===== src/dcdcc_consts.vh =====
/*
  Constants for the converter control block: special-function addresses,
  field positions, reset values and pulse-width timing.
  Assumes a 20 MHz core clock and an 8-bit special-function register bus.
*/
`ifndef DCDCC_CONSTS_VH
`define DCDCC_CONSTS_VH

// ****************************************
// Register addresses
// ****************************************
`define DCDCC_PAGE_MAIN 8'h00
`define DCDCC_PAGE_MODE 8'h0f
`define DCDCC_ADDR_CTRL 8'h97
`define DCDCC_ADDR_CFG 8'h96
`define DCDCC_ADDR_MODE 8'h94

// ****************************************
// Control register fields
// ****************************************
`define DCDCC_CTRL_PULSE_HI 7
`define DCDCC_CTRL_PULSE_LO 6
`define DCDCC_CTRL_SWSIZE 5
`define DCDCC_CTRL_RSVD 4
`define DCDCC_CTRL_SYNC 3
`define DCDCC_CTRL_VOLT_HI 2
`define DCDCC_CTRL_VOLT_LO 0
`define DCDCC_CTRL_RESET 8'h21

// ****************************************
// Configuration and mode register fields
// ****************************************
`define DCDCC_CFG_LOW_POWER 7
`define DCDCC_CFG_PEAK_LIMIT 2
`define DCDCC_CFG_RESET 8'h00
`define DCDCC_MODE_BYPASS_FLAG 3
`define DCDCC_MODE_PASSIVE_DIODE 0
`define DCDCC_MODE_WMASK 8'h07
`define DCDCC_MODE_RESET 8'h00

// ****************************************
// Minimum pulse width timing
// ****************************************
`define DCDCC_CLK_MHZ 20
`define DCDCC_PULSE1_NS 20
`define DCDCC_PULSE2_NS 40
`define DCDCC_PULSE3_NS 80
`define DCDCC_NS_TO_CYC(ns) (((ns) * `DCDCC_CLK_MHZ + 999) / 1000)

`endif


===== src/dcdcc_output_voltage_select_decode.v =====
/*
  Decodes the output voltage select code into a target in tens of millivolts.
  Assumes a purely combinational use by the converter control block.
*/
`default_nettype none

module dcdcc_output_voltage_select_decode (
  input wire [2:0] code,
  output reg [8:0] targetCentivolt
);

  always @*
  begin
    case (code)
      3'h0: targetCentivolt = 9'h0b4;
      3'h1: targetCentivolt = 9'h0be;
      3'h2: targetCentivolt = 9'h0c8;
      3'h3: targetCentivolt = 9'h0d2;
      3'h4: targetCentivolt = 9'h0f0;
      3'h5: targetCentivolt = 9'h10e;
      3'h6: targetCentivolt = 9'h12c;
      3'h7: targetCentivolt = 9'h14a;
      default: targetCentivolt = 9'h0b4;
    endcase
  end

endmodule // dcdcc_output_voltage_select_decode

`default_nettype wire


===== src/dcdcc_converter_control.v =====
/*
  Converter control register block: holds the control, configuration and
  mode registers and drives the analog converter with static levels.
  Assumes a single-cycle special-function bus on the core clock; reads are
  returned one cycle after the read strobe.
*/
// What this block does
// Low-power bit lowers bias and current limit
// Passive-diode bit disables bypass switch control
// Pulse width codes: none, 20, 40, 80 ns
// Bit 5 selects switch size, resets 1
// Software writes reserved bit 4 as zero
// Sync bit aligns ADC tracking and clock
// Software zeroes ADC clock divider before sync
// Voltage code maps 1.8 V to 3.3 V
// Control register at page 0, 0x97, reset 0x21
// Reset values run converter without software
// Low-power enable is configuration bit 7
// Fields are flip-flops driving static levels
`default_nettype none
`include "dcdcc_consts.vh"

module dcdcc_converter_control (
  input wire clk,
  input wire nrst,
  input wire [7:0] sfrPage,
  input wire [7:0] sfrAddr,
  input wire sfrWrite,
  input wire sfrRead,
  input wire [7:0] sfrWdata,
  input wire bypassActive,
  output reg [7:0] sfrRdata,
  output reg sfrRvalid,
  output wire [1:0] minPulseWidth,
  output wire [3:0] minPulseCycles,
  output wire switchSizeSelect,
  output wire adcSyncEnable,
  output wire [2:0] outputVoltageSelect,
  output wire [8:0] targetCentivolt,
  output wire lowPowerEnable,
  output wire reducedBias,
  output wire lowPeakCurrentLimit,
  output wire currentLimitHigh,
  output wire passiveDiodeEnable,
  output wire bypassSwitchCtrlEnable,
  output wire adcTrackInQuiet,
  output wire adcSarClockLocked
);

  // ****************************************
  // Address decode
  // ****************************************
  function hit;
    input [7:0] page;
    input [7:0] addr;
    input [7:0] wantPage;
    input [7:0] wantAddr;
    begin
      hit = (page == wantPage) && (addr == wantAddr);
    end
  endfunction

  wire selCtrl = hit(sfrPage, sfrAddr, `DCDCC_PAGE_MAIN, `DCDCC_ADDR_CTRL);
  wire selCfg = hit(sfrPage, sfrAddr, `DCDCC_PAGE_MAIN, `DCDCC_ADDR_CFG);
  wire selMode = hit(sfrPage, sfrAddr, `DCDCC_PAGE_MODE, `DCDCC_ADDR_MODE);

  // ****************************************
  // Registers
  // ****************************************
  reg [7:0] ctrl_reg;
  reg [7:0] cfg_reg;
  reg [7:0] mode_reg;
  reg bypSync1_reg;
  reg bypSync2_reg;
  reg bypSync3_reg;
  reg bypFlag_reg;
  reg [7:0] rdata_next;

  // ****************************************
  // Write enables
  // ****************************************
  // Static levels move only on a write to their own page and address
  wire wrCtrl = sfrWrite && selCtrl;
  wire wrCfg = sfrWrite && selCfg;
  wire wrMode = sfrWrite && selMode;

  // Reset values alone give a working converter: small switches, 1.9 V
  always @(posedge clk or negedge nrst)
  begin
    if (!nrst)
      ctrl_reg <= `DCDCC_CTRL_RESET;
    else if (wrCtrl)
      ctrl_reg <= sfrWdata;
  end

  // Low-power mode stays off until software asks for it
  always @(posedge clk or negedge nrst)
  begin
    if (!nrst)
      cfg_reg <= `DCDCC_CFG_RESET;
    else if (wrCfg)
      cfg_reg <= sfrWdata;
  end

  // Upper mode bits are not storage; masking keeps bits 7:3 of mode_reg at zero
  always @(posedge clk or negedge nrst)
  begin
    if (!nrst)
      mode_reg <= `DCDCC_MODE_RESET;
    else if (wrMode)
      mode_reg <= sfrWdata & `DCDCC_MODE_WMASK;
  end

  // ****************************************
  // Bypass indicator synchroniser
  // ****************************************
  // The flag comes from the analog comparator with no relation to clk.
  // Only the second stage reads the first; a change is taken once the
  // second and third stages agree, at the cost of one more cycle.
  always @(posedge clk or negedge nrst)
  begin
    if (!nrst)
    begin
      bypSync1_reg <= 1'h0;
      bypSync2_reg <= 1'h0;
      bypSync3_reg <= 1'h0;
      bypFlag_reg <= 1'h0;
    end
    else
    begin
      bypSync1_reg <= bypassActive;
      bypSync2_reg <= bypSync1_reg;
      bypSync3_reg <= bypSync2_reg;
      if (bypSync2_reg == bypSync3_reg)
        bypFlag_reg <= bypSync3_reg;
    end
  end

  // ****************************************
  // Read path
  // ****************************************
  // Unused mode bits read as zero; bit 3 is the synchronised bypass flag
  wire [7:0] modeReadWord = {4'h0, bypFlag_reg, mode_reg[2:0]};

  // Read data is registered and then holds, so a late look still sees it
  always @*
  begin
    rdata_next = 8'h00;
    if (selCtrl)
      rdata_next = ctrl_reg;
    else if (selCfg)
      rdata_next = cfg_reg;
    else if (selMode)
      rdata_next = modeReadWord;
  end

  always @(posedge clk or negedge nrst)
  begin
    if (!nrst)
    begin
      sfrRdata <= 8'h00;
      sfrRvalid <= 1'b0;
    end
    else
    begin
      sfrRvalid <= sfrRead;
      if (sfrRead)
        sfrRdata <= rdata_next;
    end
  end

  // ****************************************
  // Converter control levels
  // ****************************************
  assign minPulseWidth = ctrl_reg[`DCDCC_CTRL_PULSE_HI:`DCDCC_CTRL_PULSE_LO];

  // ****************************************
  // Minimum pulse width
  // ****************************************
  // Widths are rounded up to whole core cycles, so the switch is never on
  // for less than asked; at 50 ns the 20 ns and 40 ns codes both give one
  localparam integer PULSE1_CYC_INT = `DCDCC_NS_TO_CYC(`DCDCC_PULSE1_NS);
  localparam integer PULSE2_CYC_INT = `DCDCC_NS_TO_CYC(`DCDCC_PULSE2_NS);
  localparam integer PULSE3_CYC_INT = `DCDCC_NS_TO_CYC(`DCDCC_PULSE3_NS);
  localparam [3:0] PULSE1_CYC = PULSE1_CYC_INT[3:0];
  localparam [3:0] PULSE2_CYC = PULSE2_CYC_INT[3:0];
  localparam [3:0] PULSE3_CYC = PULSE3_CYC_INT[3:0];

  // Code 00 means no minimum at all
  function [3:0] pulse_cycles;
    input [1:0] code;
    begin
      case (code)
        2'h1: pulse_cycles = PULSE1_CYC;
        2'h2: pulse_cycles = PULSE2_CYC;
        2'h3: pulse_cycles = PULSE3_CYC;
        default: pulse_cycles = 4'h0;
      endcase
    end
  endfunction

  assign minPulseCycles = pulse_cycles(minPulseWidth);

  // ****************************************
  // Switch, sync and output voltage
  // ****************************************
  assign switchSizeSelect = ctrl_reg[`DCDCC_CTRL_SWSIZE];
  assign adcSyncEnable = ctrl_reg[`DCDCC_CTRL_SYNC];
  // Divider must already be zero when sync is set; not checked here
  assign adcTrackInQuiet = adcSyncEnable;
  assign adcSarClockLocked = adcSyncEnable;
  assign outputVoltageSelect = ctrl_reg[`DCDCC_CTRL_VOLT_HI:`DCDCC_CTRL_VOLT_LO];

  dcdcc_output_voltage_select_decode targetDecode (
    .code(outputVoltageSelect),
    .targetCentivolt(targetCentivolt)
  );

  // ****************************************
  // Configuration and mode levels
  // ****************************************
  // One enable drives both the bias and the low peak current-limit controls; currentLimitHigh has its own bit
  assign lowPowerEnable = cfg_reg[`DCDCC_CFG_LOW_POWER];
  assign reducedBias = lowPowerEnable;
  assign lowPeakCurrentLimit = lowPowerEnable;
  assign currentLimitHigh = cfg_reg[`DCDCC_CFG_PEAK_LIMIT];
  assign passiveDiodeEnable = mode_reg[`DCDCC_MODE_PASSIVE_DIODE];
  assign bypassSwitchCtrlEnable = ~passiveDiodeEnable;

endmodule // dcdcc_converter_control

`default_nettype wire


===== config.mk =====
export PLATFORM = sky130hd
export DESIGN_NAME = dcdcc_converter_control
export DESIGN_NICKNAME = d
export VERILOG_FILES = /design/src/dcdcc_output_voltage_select_decode.v /design/src/dcdcc_converter_control.v
export VERILOG_INCLUDE_DIRS = /design/src
export SDC_FILE = /design/constraint.sdc
export NUM_CORES = 1
export LEC_CHECK = 0
export ABC_AREA = 1
export ABC_CLOCK_PERIOD_IN_PS = 1470
export BUFFER_PORTS_ARGS = -buffer_cell sky130_fd_sc_hd__buf_4
export CORE_UTILIZATION = 40
export CTS_CLUSTER_DIAMETER = 40
export DETAILED_ROUTE_END_ITERATION = 10
export PLACE_DENSITY = 0.72
export SLEW_MARGIN = 30
export SYNTH_ARGS = -nofsm -noshare
export SYNTH_HDL_FRONTEND = slang
export SYNTH_SLANG_ARGS = --single-unit

===== constraint.sdc =====
create_clock -name clk -period 1.47 [get_ports clk]
set_input_delay 0.0735 -clock clk [delete_from_list [all_inputs] [get_ports clk]]
set_output_delay 0.0735 -clock clk [all_outputs]
set_load 0.01 [all_outputs]

After elaboration in Yosys (flattened, before gate mapping). Memory sizes are Yosys's and may differ from the RTL's. Cells that the tools add are included.

Equality and inequality tests: 8. Muxes and demuxes: 4. Bitwise gates (word level): 1. Reductions and logical operators: 8.

Operators by type and width (count): $eq A8 B8 Y1 const B (3); $mux W8 (2); $eq A8 B4 Y1 const B (1); $logic_not A8 Y1 (1); $logic_and A1 B1 Y1 (6); $eq A2 B2 Y1 const B (2); $mux W4 (1); $pmux W2 S2 (1); $eq A2 B1 Y1 const B (1); $reduce_or A2 Y1 (1); $eq A1 B1 Y1 (1); $not A1 Y1 (1).

Register bits after elaboration: 32. Bits in read-only memories: 64. Input bits: 29. Logic and storage cells: 31. Memories kept: 1.

Memories: (no name shown) (depth 8, bits a word 8, read ports 1, clocked after memory_dff 0, wr ports 0, line dcdcc_output_voltage_select_decode.v:14) `case (code)`.

Logic depth before layout (Yosys ltp). Gate-level depths: netlist (run 1).

Depth after elaboration: 5. Depth in mapped cells: 8. Mapped depth without buffers: 8.

Modules after synthesis. A second synthesis (run 1) with hierarchy kept.

Cells, all modules: 210. Area total of the unflattened synthesis: 1813.0 um^2.

Modules (own cells, without submodules): dcdcc_converter_control (times used 1, cells an instance 183, area an instance 1684.1 um^2, seq. area each 803.3 um^2); dcdcc_output_voltage_select_decode (times used 1, cells an instance 27, area an instance 128.9 um^2, seq. area each 0.0 um^2).

Worst setup path after synthesis (run 1). Ideal clock, no wire load.

Path kind: register -> output. Start point: register ctrl_reg[0]. End point: output targetCentivolt[6]. Arrival time: 1.380 ns. Setup slack: 0.017 ns. Stages on the path, launching flop included: 6. Path through: dfstp_2 > inv_1 > ha_1 > inv_1 > o21ai_0 > inv_1.

Word-level cells in the longest chain between the ends: 1.

RTL lines: start, declared (line dcdcc_converter_control.v:70) `reg [7:0] ctrl_reg;`; start signal, assigned (line dcdcc_converter_control.v:91) `` ctrl_reg <= `DCDCC_CTRL_RESET; ``; start signal, assigned (line dcdcc_converter_control.v:93) `ctrl_reg <= sfrWdata;`; $mem_v2 Z8 W8; end, declared (line dcdcc_converter_control.v:39) `output wire [8:0] targetCentivolt,`.

Every way passes these cells.

Worst setup path after layout (run 1). Same ends and word-level chain as after synthesis.

==> results of run 1 <==
[timing repair]
item,in CTS,in global routing
endpoints found under the hold margin,32,0
setup endpoints to repair,4,4
cloned,0,0
gates resized for setup,7,2
hold buffers,3,0
pin swaps,2,0
[per-layer routing]
layer,vias to the layer above,wire [µm],GRT usage,part of all wire
met5,-,0,0,0
met4,0,60,0.0587,0.017
met3,10,190,0.0444,0.054
met2,40,1770,0.294,0.50
met1,666,1510,0.211,0.43
li1,740,-,-,-
[metrics by stage]
stage,cells,setup slack (ns),power (W),area (µm²)
floorplan,202,0.0167,0.000970,1790
global placement,299,0.154,0.00105,2200
detailed placement,299,0.113,0.00106,2200
CTS,310,-0.0480,0.00174,2340
global route,310,-0.105,0.00179,2350
finish,310,-0.0350,0.00172,2350
[area by class of cell]
cell class                 instances  area (µm²)
multi-input combinational        130         790
timing repair buffer              67         514
fill                             405        1800
clock buffer                       8        90.1
sequential                        32         803
tap                               50        62.6
inverter                          23        86.3
[worst max-delay path by stage]
stage | from | to | slack (ns) | depth (start not counted)
final | ctrl_reg[0] | targetCentivolt[6] | -0.04 | 6
after global routing | ctrl_reg[0] | targetCentivolt[6] | -0.10 | 6
after CTS | ctrl_reg[0] | targetCentivolt[6] | -0.05 | 6
after detailed placement | ctrl_reg[0] | targetCentivolt[6] | 0.11 | 6
after global placement | ctrl_reg[0] | targetCentivolt[6] | 0.15 | 6
after floorplan | ctrl_reg[0] | targetCentivolt[6] | 0.02 | 5
[cell usage in the layout (no fill, tap or decap)]
cell type      instances
conb_1                 3
maj3_1                 1
o21ai_1                3
nor2_2                 5
nor2_4                 4
nor2_1                 3
ha_4                   1
inv_1                 19
dfstp_2                2
buf_4                 63
nand3_1               25
nand2_1               52
dlygate4sd3_1          3
ha_1                   1
o21ai_0                3
clkbuf_8               6
nand2_2                6
nor2_8                 3
inv_2                  4
o21ai_2               17
nand3_4                2
nand2_4                1
buf_6                  1
dfrtp_1               30
clkbuf_1               2
[power groups by stage]
stage / clock [W] / combinational, W / sequential (W)
detailed placement: 0 / 0.000145 / 0.000910
floorplan: 0 / 0.0000606 / 0.000909
CTS: 0.000690 / 0.000153 / 0.000895
finish: 0.000677 / 0.000149 / 0.000895
global placement: 0 / 0.000144 / 0.000909
global route: 0.000732 / 0.000167 / 0.000895
[kinds of logic (layout without fill, tap and decap cells)]
family                     Yosys count  count (layout)  share of synthesized area
AOI/OAI and AO/OA                   23              23                     0.0982
adders and majority gates            3               3                     0.0196
buffers and inverters               40              98                      0.124
DFF                                 32              32                      0.451
other                                1               3                    0.00210
and+or+nand+nor                    101             101                      0.305
[worst max-delay path: stages (launching register included)]
cell and delay [ns]:
dfstp_2 0.53, inv_2 0.04, ha_4 0.25, inv_2 0.03
o21ai_2 0.11, inv_1 0.06, buf_6 0.12
==> metrics.cfg, run 1 <==
[yosys]
synth_top_cell_area_share=0.421
synth_flop_cell=dfrtp_1
synth_top_area_cell=dfrtp_1
synth_cell_types=22
yosysSeqAreaShare=0.451
yosys_warnings=0
synth_area_per_cell_um2=8.91
ys_seq_elements=32
synth_most_common_cell=nand2_1
synth_common_cells=52 x nand2_1, 30 x dfrtp_1, 25 x nand3_1, 22 x inv_1, 16 x o21ai_2
synth_edf_count=0
syn-cell-area_mm2=0.00178
syn_inst=200
synth.area.top_cells=dfrtp_1 42%, nand2_1 11%, o21ai_2 7.9%
async_flop_share=1.00

[critical_path]
worstPathRequired_ns=1.40
rr_worst_depth=5
end_kind=output port
start_kind=register
r2r_end=sfrRdata[0]
cp_max_fo=2
r2r_slack_ns=0.45
rr_startpoint=ctrl_reg[0]
cp.arrival_ns=1.43
critPathKind=reg2out

[detailed_routing]
drt_first_pass_iters=4
routedWlPerCell_um=11.4
ant_nets=0
drc_errors=0
vias_per_cell=4.70
routed_wl_mm=3.53
drt_iter0_drc=47
vias=1456

[job]
cap_viol_max_count=0

[sta]
timing.final.crit_share=1.02
timing.hold.ws_ns=0.0572
setup_viol=2
skew_ns=0.00284
hold_viol_final=0
layout_setup_ws_ns=-0.0350
fmax_mhz=664
drv_slew=0
fin_crit_ns=1.51
tns_ns=-0.0625
rsz0062_at_grt=yes

[place]
io_buffers=62
place_congestion=0.781
dp_hpwl_mm=2.60

[power]
p_per_area_mw_per_mm2=733
p_comb_frac=0.087
power_frac_seq=0.520
p_sw_frac=0.221
p_sw_w=0.000379
p_clk_frac=0.393
vdd_drop_max_mv=0.533
cellLeakagePower_nw=1.29
p_int_w=0.00134

[clock_tree]
htreeDepth=2
tritoncts=built
cts_num_sinks=32
cts-buffers-inserted=5
clk_pin_slew_ns=0.06
clk_latency_ns=0.28
cts_root_buf=clkbuf_8
cts_buffer_depth=2
post-cts-setup-buffers=0

[worst_hold_path]
hp-class=in2reg
hold_path_end=ctrl_reg[5]
min_path_cells=3
hold_start=sfrWdata[5]

[final_layout]
final_net_count=290
area_growth_pct=31.6
drive_gt1_frac=0.442
fin_util=0.566
antennaDiodeCount=0

[global_routing]
grt_first_pass_wirelength_mm=5.96
grt_pass1_vias=1357
grtUsageTotal=0.172
grt_max_degree=33
antenna_found_initial=0
grt_overflow=0

[floorplanning]
core_mm2=0.00414
die-height_um=68.8
start_util=0.430
io_pins=66
row_count=23
die_area_mm2=0.00473
dieWidth_um=68.8

[outcome]
status=complete, but fails checks
violations=negative setup slack

(Power assumes the default switching activity.)
==> run 2: changes to the inputs <==
Settings changed: BUFFER_PORTS_ARGS -buffer_cell sky130_fd_sc_hd__buf_4 to unset, DONT_BUFFER_PORTS set to 1, PLACE_DENSITY 0.72 to 0.59.
==> metrics.cfg, run 2 (synthesis gave the netlist of run 1 again) <==
[detailed_routing]
drc_errors=0
ant_nets=0
drt_iter0_drc=46
routed_wl_mm=3.35
vias_per_cell=4.84
vias=1254
drt_first_pass_iters=4
routedWlPerCell_um=12.9

[critical_path]
cp.arrival_ns=1.43
critPathKind=reg2out
cp_max_fo=2
rr_startpoint=ctrl_reg[0]
end_kind=output port
worstPathRequired_ns=1.40
start_kind=register
cp-startpoint=ctrl_reg[0]

[global_routing]
grt_max_degree=33
grt_pass1_vias=1135
grt_first_pass_wirelength_mm=5.26
antenna_found_initial=0
grtUsageTotal=0.156
grt_overflow=0

[clock_tree]
clk_pin_slew_ns=0.06
cts_root_buf=clkbuf_8
cts_buffer_depth=2
cts-buffers-inserted=5
htreeDepth=2
post-cts-setup-buffers=0
clk_latency_ns=0.28
cts_num_sinks=32
tritoncts=built

[power]
p_comb_frac=0.061
p_per_area_mw_per_mm2=850
p_sw_frac=0.231
p_sw_w=0.000390
p_clk_frac=0.410
cellLeakagePower_nw=1.03
vdd_drop_max_mv=0.457
power_frac_seq=0.529
p_int_w=0.00130

[place]
dp_hpwl_mm=2.49
place_congestion=0.745
dp_slack_ns=0.122
io_buffers=0
dp_cells=240

[worst_hold_path]
hp-class=in2reg
hold_start=sfrWdata[2]

[floorplanning]
die-height_um=68.8
io_pins=66
die_area_mm2=0.00473
core_mm2=0.00414
dieWidth_um=68.8
row_count=23
start_util=0.430

[sta]
fmax_mhz=663
drv_slew=0
fin_crit_ns=1.51
layout_setup_ws_ns=-0.0380
rsz0062_at_grt=yes
hold_viol_final=0
setup_viol=1
skew_ns=0.00477
timing.final.crit_share=1.03

[final_layout]
most-common-layout-cells=52 x nand2_1, 30 x dfrtp_1, 25 x nand3_1
drive_gt1_frac=0.282
area_growth_pct=11.6
fin_cells=259
final_net_count=239
final_common_cell=nand2_1
antennaDiodeCount=0
fillers=420

[outcome]
status=complete, but fails checks
violations=negative setup slack

[job]
cap_viol_max_count=0

[run 2: cell count changes in the layout (fill, tap and decap cells not counted), sizes merged]
cell,before,now
buf,64,6
dlygate4sd3,3,10
clkbuf,8,6
clkinv,0,2
[run 2: timing repair]
action / CTS / global route
endpoints found under the hold margin: 53 / 2
setup endpoints to repair: 3 / 4
gates resized for setup: 6 / 2
pin swaps: 2 / 0
hold buffers: 10 / 1
[run 2: through the flow]
step	power (W)	hold WS (ns)	area [µm²]	setup TNS [ns]	util
finish	0.00169	0.0138	1990	-0.0380	0.480
global route	0.00176	0.00812	1990	-0.125	0.480
CTS	0.00171	0.00212	1970	-0.0296	0.476
detailed placement	0.000970	-0.221	1760	0	0.424
global placement	0.000967	-0.221	1760	0	0.424
floorplan	0.000970	-0.222	1790	0	-
[run 2: area by class of cell]
class	count	area, µm²	share of cell area
Clock buffer	6	82.6	0.0415
Clock inverter	2	10.0	0.00503
Inverter	23	86.3	0.0434
Multi-Input combinational cell	130	788	0.396
Sequential cell	32	803	0.404
Tap cell	50	62.6	0.0314
Timing Repair Buffer	16	158	0.0792
[run 2: path summary, 6_finish.rpt]
path / to / cells past startpoint / slack, ns
max: targetCentivolt[2] / 5 / -0.04
min: cfg_reg[2] / 2 / 0.01
max reg2reg: sfrRdata[0] / 5 / 0.40
min reg2reg: bypSync2_reg / 0 / 0.37
max in group asynchronous: ctrl_reg[0] / 2 / 0.99
min in group asynchronous: cfg_reg[7] / 2 / 0.23
[run 2: power groups by stage]
stage | registers (W) | logic, W | clock network (W)
floorplan | 0.000909 | 0.0000606 | 0
global placement | 0.000911 | 0.0000562 | 0
detailed placement | 0.000911 | 0.0000583 | 0
CTS | 0.000894 | 0.000105 | 0.000716
global route | 0.000895 | 0.000116 | 0.000751
finish | 0.000894 | 0.000103 | 0.000694
[run 2: layer usage]
| metal | global-route usage | share of wire |
|---|---|---|
| met5 | 0 | 0 |
| met2 | 0.254 | 0.49 |
| met1 | 0.182 | 0.42 |
| met4 | 0.0740 | 0.019 |
| met3 | 0.0592 | 0.067 |
[run 2: critical path, stage by stage (launching register included)]
cell and delay (ns):
dfstp_2 0.54, inv_2 0.04, ha_4 0.26, inv_2 0.04, o21ai_2 0.13, buf_4 0.15
==> run 3: changes to the inputs <==
Settings changed: CELL_PAD_IN_SITES_DETAIL_PLACEMENT set to 1, CELL_PAD_IN_SITES_GLOBAL_PLACEMENT set to 1, PLACE_DENSITY 0.59 to 0.74.
==> metrics.cfg, run 3 (synthesis gave the netlist of run 1 again) <==
[outcome]
status=complete, but fails checks
violations=negative setup slack

[final_layout]
area_growth_pct=10.5
fillers=481
antennaDiodeCount=0
most-common-layout-cells=52 x nand2_1, 29 x dfrtp_1, 25 x nand3_1
drive_gt1_frac=0.279
final_net_count=238
final_common_cell=nand2_1
design_area_mm2=0.00197

[critical_path]
critical-path-max-stage-delay_ns=0.54
cp.arrival_ns=1.43
r2r_end=sfrRdata[0]
start_kind=register
worstPathRequired_ns=1.40
crit_path_cell_trace=inv_2 > ha_4 > inv_2 > o21ai_2 > buf_4
rr_startpoint=ctrl_reg[0]
cpMostUsedCell=inv_2
end_kind=output port
worstPathBufferInverterCount=3
cp_top_family=flip-flops
critPathKind=reg2out
rr_worst_depth=5
cp_slowest_cell=dfstp_2
r2r_slack_ns=0.37
cp_max_fo=2

[detailed_routing]
ant_nets=0
drt_iter0_drc=43
drc_errors=0
routedWlPerCell_um=15.0
vias=1299
drt_first_pass_iters=4
routed_wl_mm=3.88
vias_per_cell=5.03

[power]
vdd_drop_max_mv=0.538
power_w=0.00164
cellLeakagePower_nw=1.02
p_per_area_mw_per_mm2=833

[floorplanning]
io_pins=66
dieWidth_um=68.8
row_count=23
die-height_um=68.8
core_mm2=0.00414
start_util=0.430
die_area_mm2=0.00473

[worst_hold_path]
min_path_cells=2
hold_path_end=ctrl_reg[1]
hp-class=in2reg
hold_start=sfrWdata[1]

[global_routing]
grt_pass1_vias=1337
antenna_found_initial=0
grt_overflow=0
grt_max_degree=33
grtUsageTotal=0.183
grt_first_pass_wirelength_mm=6.22

[clock_tree]
htreeDepth=2
clk_latency_ns=0.28
cts-buffers-inserted=5
clk_pin_slew_ns=0.06
tritoncts=built
cts_buffer_depth=2
cts_num_sinks=32
cts_root_buf=clkbuf_8

[sta]
layout_setup_ws_ns=-0.0307
setup_viol=1
timing.final.crit_share=1.02
timing.hold.ws_ns=0.0120
tns_ns=-0.0307
drv_slew=0
fmax_mhz=666
skew_ns=0.00505
rsz0062_at_grt=yes
fin_crit_ns=1.50
hold_viol_final=0

[place]
io_buffers=0
dp_slack_ns=0.106
dpl-instance-area_mm2=0.00176
dp_hpwl_mm=2.82
place_congestion=0.784

[job]
cap_viol_max_count=0

[run 3: cell types whose count changed in the layout (fill, tap and decap cells not counted)]
cell,before,now
clkbuf_1,0,2
clkbuf_8,6,5
clkinv_2,2,1
dfrtp_1,30,29
dfrtp_2,0,1
dlygate4sd3_1,10,9
[run 3: worst max path at each step]
stage	startpoint	endpoint	slack, ns	cells past startpoint
6_report	ctrl_reg[0]	targetCentivolt[2]	-0.03	5
4_1_cts	ctrl_reg[0]	targetCentivolt[2]	-0.04	5
5_1_grt	ctrl_reg[0]	targetCentivolt[2]	-0.09	5
3_5_place_dp	ctrl_reg[0]	targetCentivolt[2]	0.11	5
3_3_place_gp	ctrl_reg[0]	targetCentivolt[2]	0.20	5
2_1_floorplan	ctrl_reg[0]	targetCentivolt[6]	0.02	5
[run 3: per-layer routing]
layer	vias to the layer above	share of wire	GRT usage	wire length, µm
li1	629	-	-	-
met1	622	0.43	0.214	1660
met2	41	0.50	0.311	1940
met3	7	0.057	0.0625	223
met4	0	0.013	0.0638	50
met5	-	0	0	0
[run 3: area by class of cell]
class                   instances  area (µm²)  share of cell area
clock inverters                 1        5.00             0.00254
repair buffers                 15         148              0.0749
well taps                      50        62.6              0.0317
flip-flops and latches         32         805               0.408
multi-input cells             130         788               0.400
clock buffers                   7        76.3              0.0387
inverters                      23        86.3              0.0438
[run 3: metrics by stage]
stage,instances,util
4_1_cts,258,0.474
3_3_place_gp,240,0.424
6_report,258,0.476
5_1_grt,258,0.476
2_1_floorplan,202,-
3_5_place_dp,240,0.424
[run 3: what timing repair did]
action / CTS / global route
pin swaps: 2 / 0
endpoints found under the hold margin: 52 / 0
gates resized for setup: 6 / 3
setup buffers: 0 / 0
setup endpoints to repair: 4 / 4
hold buffers: 10 / 0
[run 3: report_power, final]
group	switching [W]	internal, W
logic	0.0000648	0.0000379
clock network	0.000312	0.000332
registers	0.00000531	0.000890
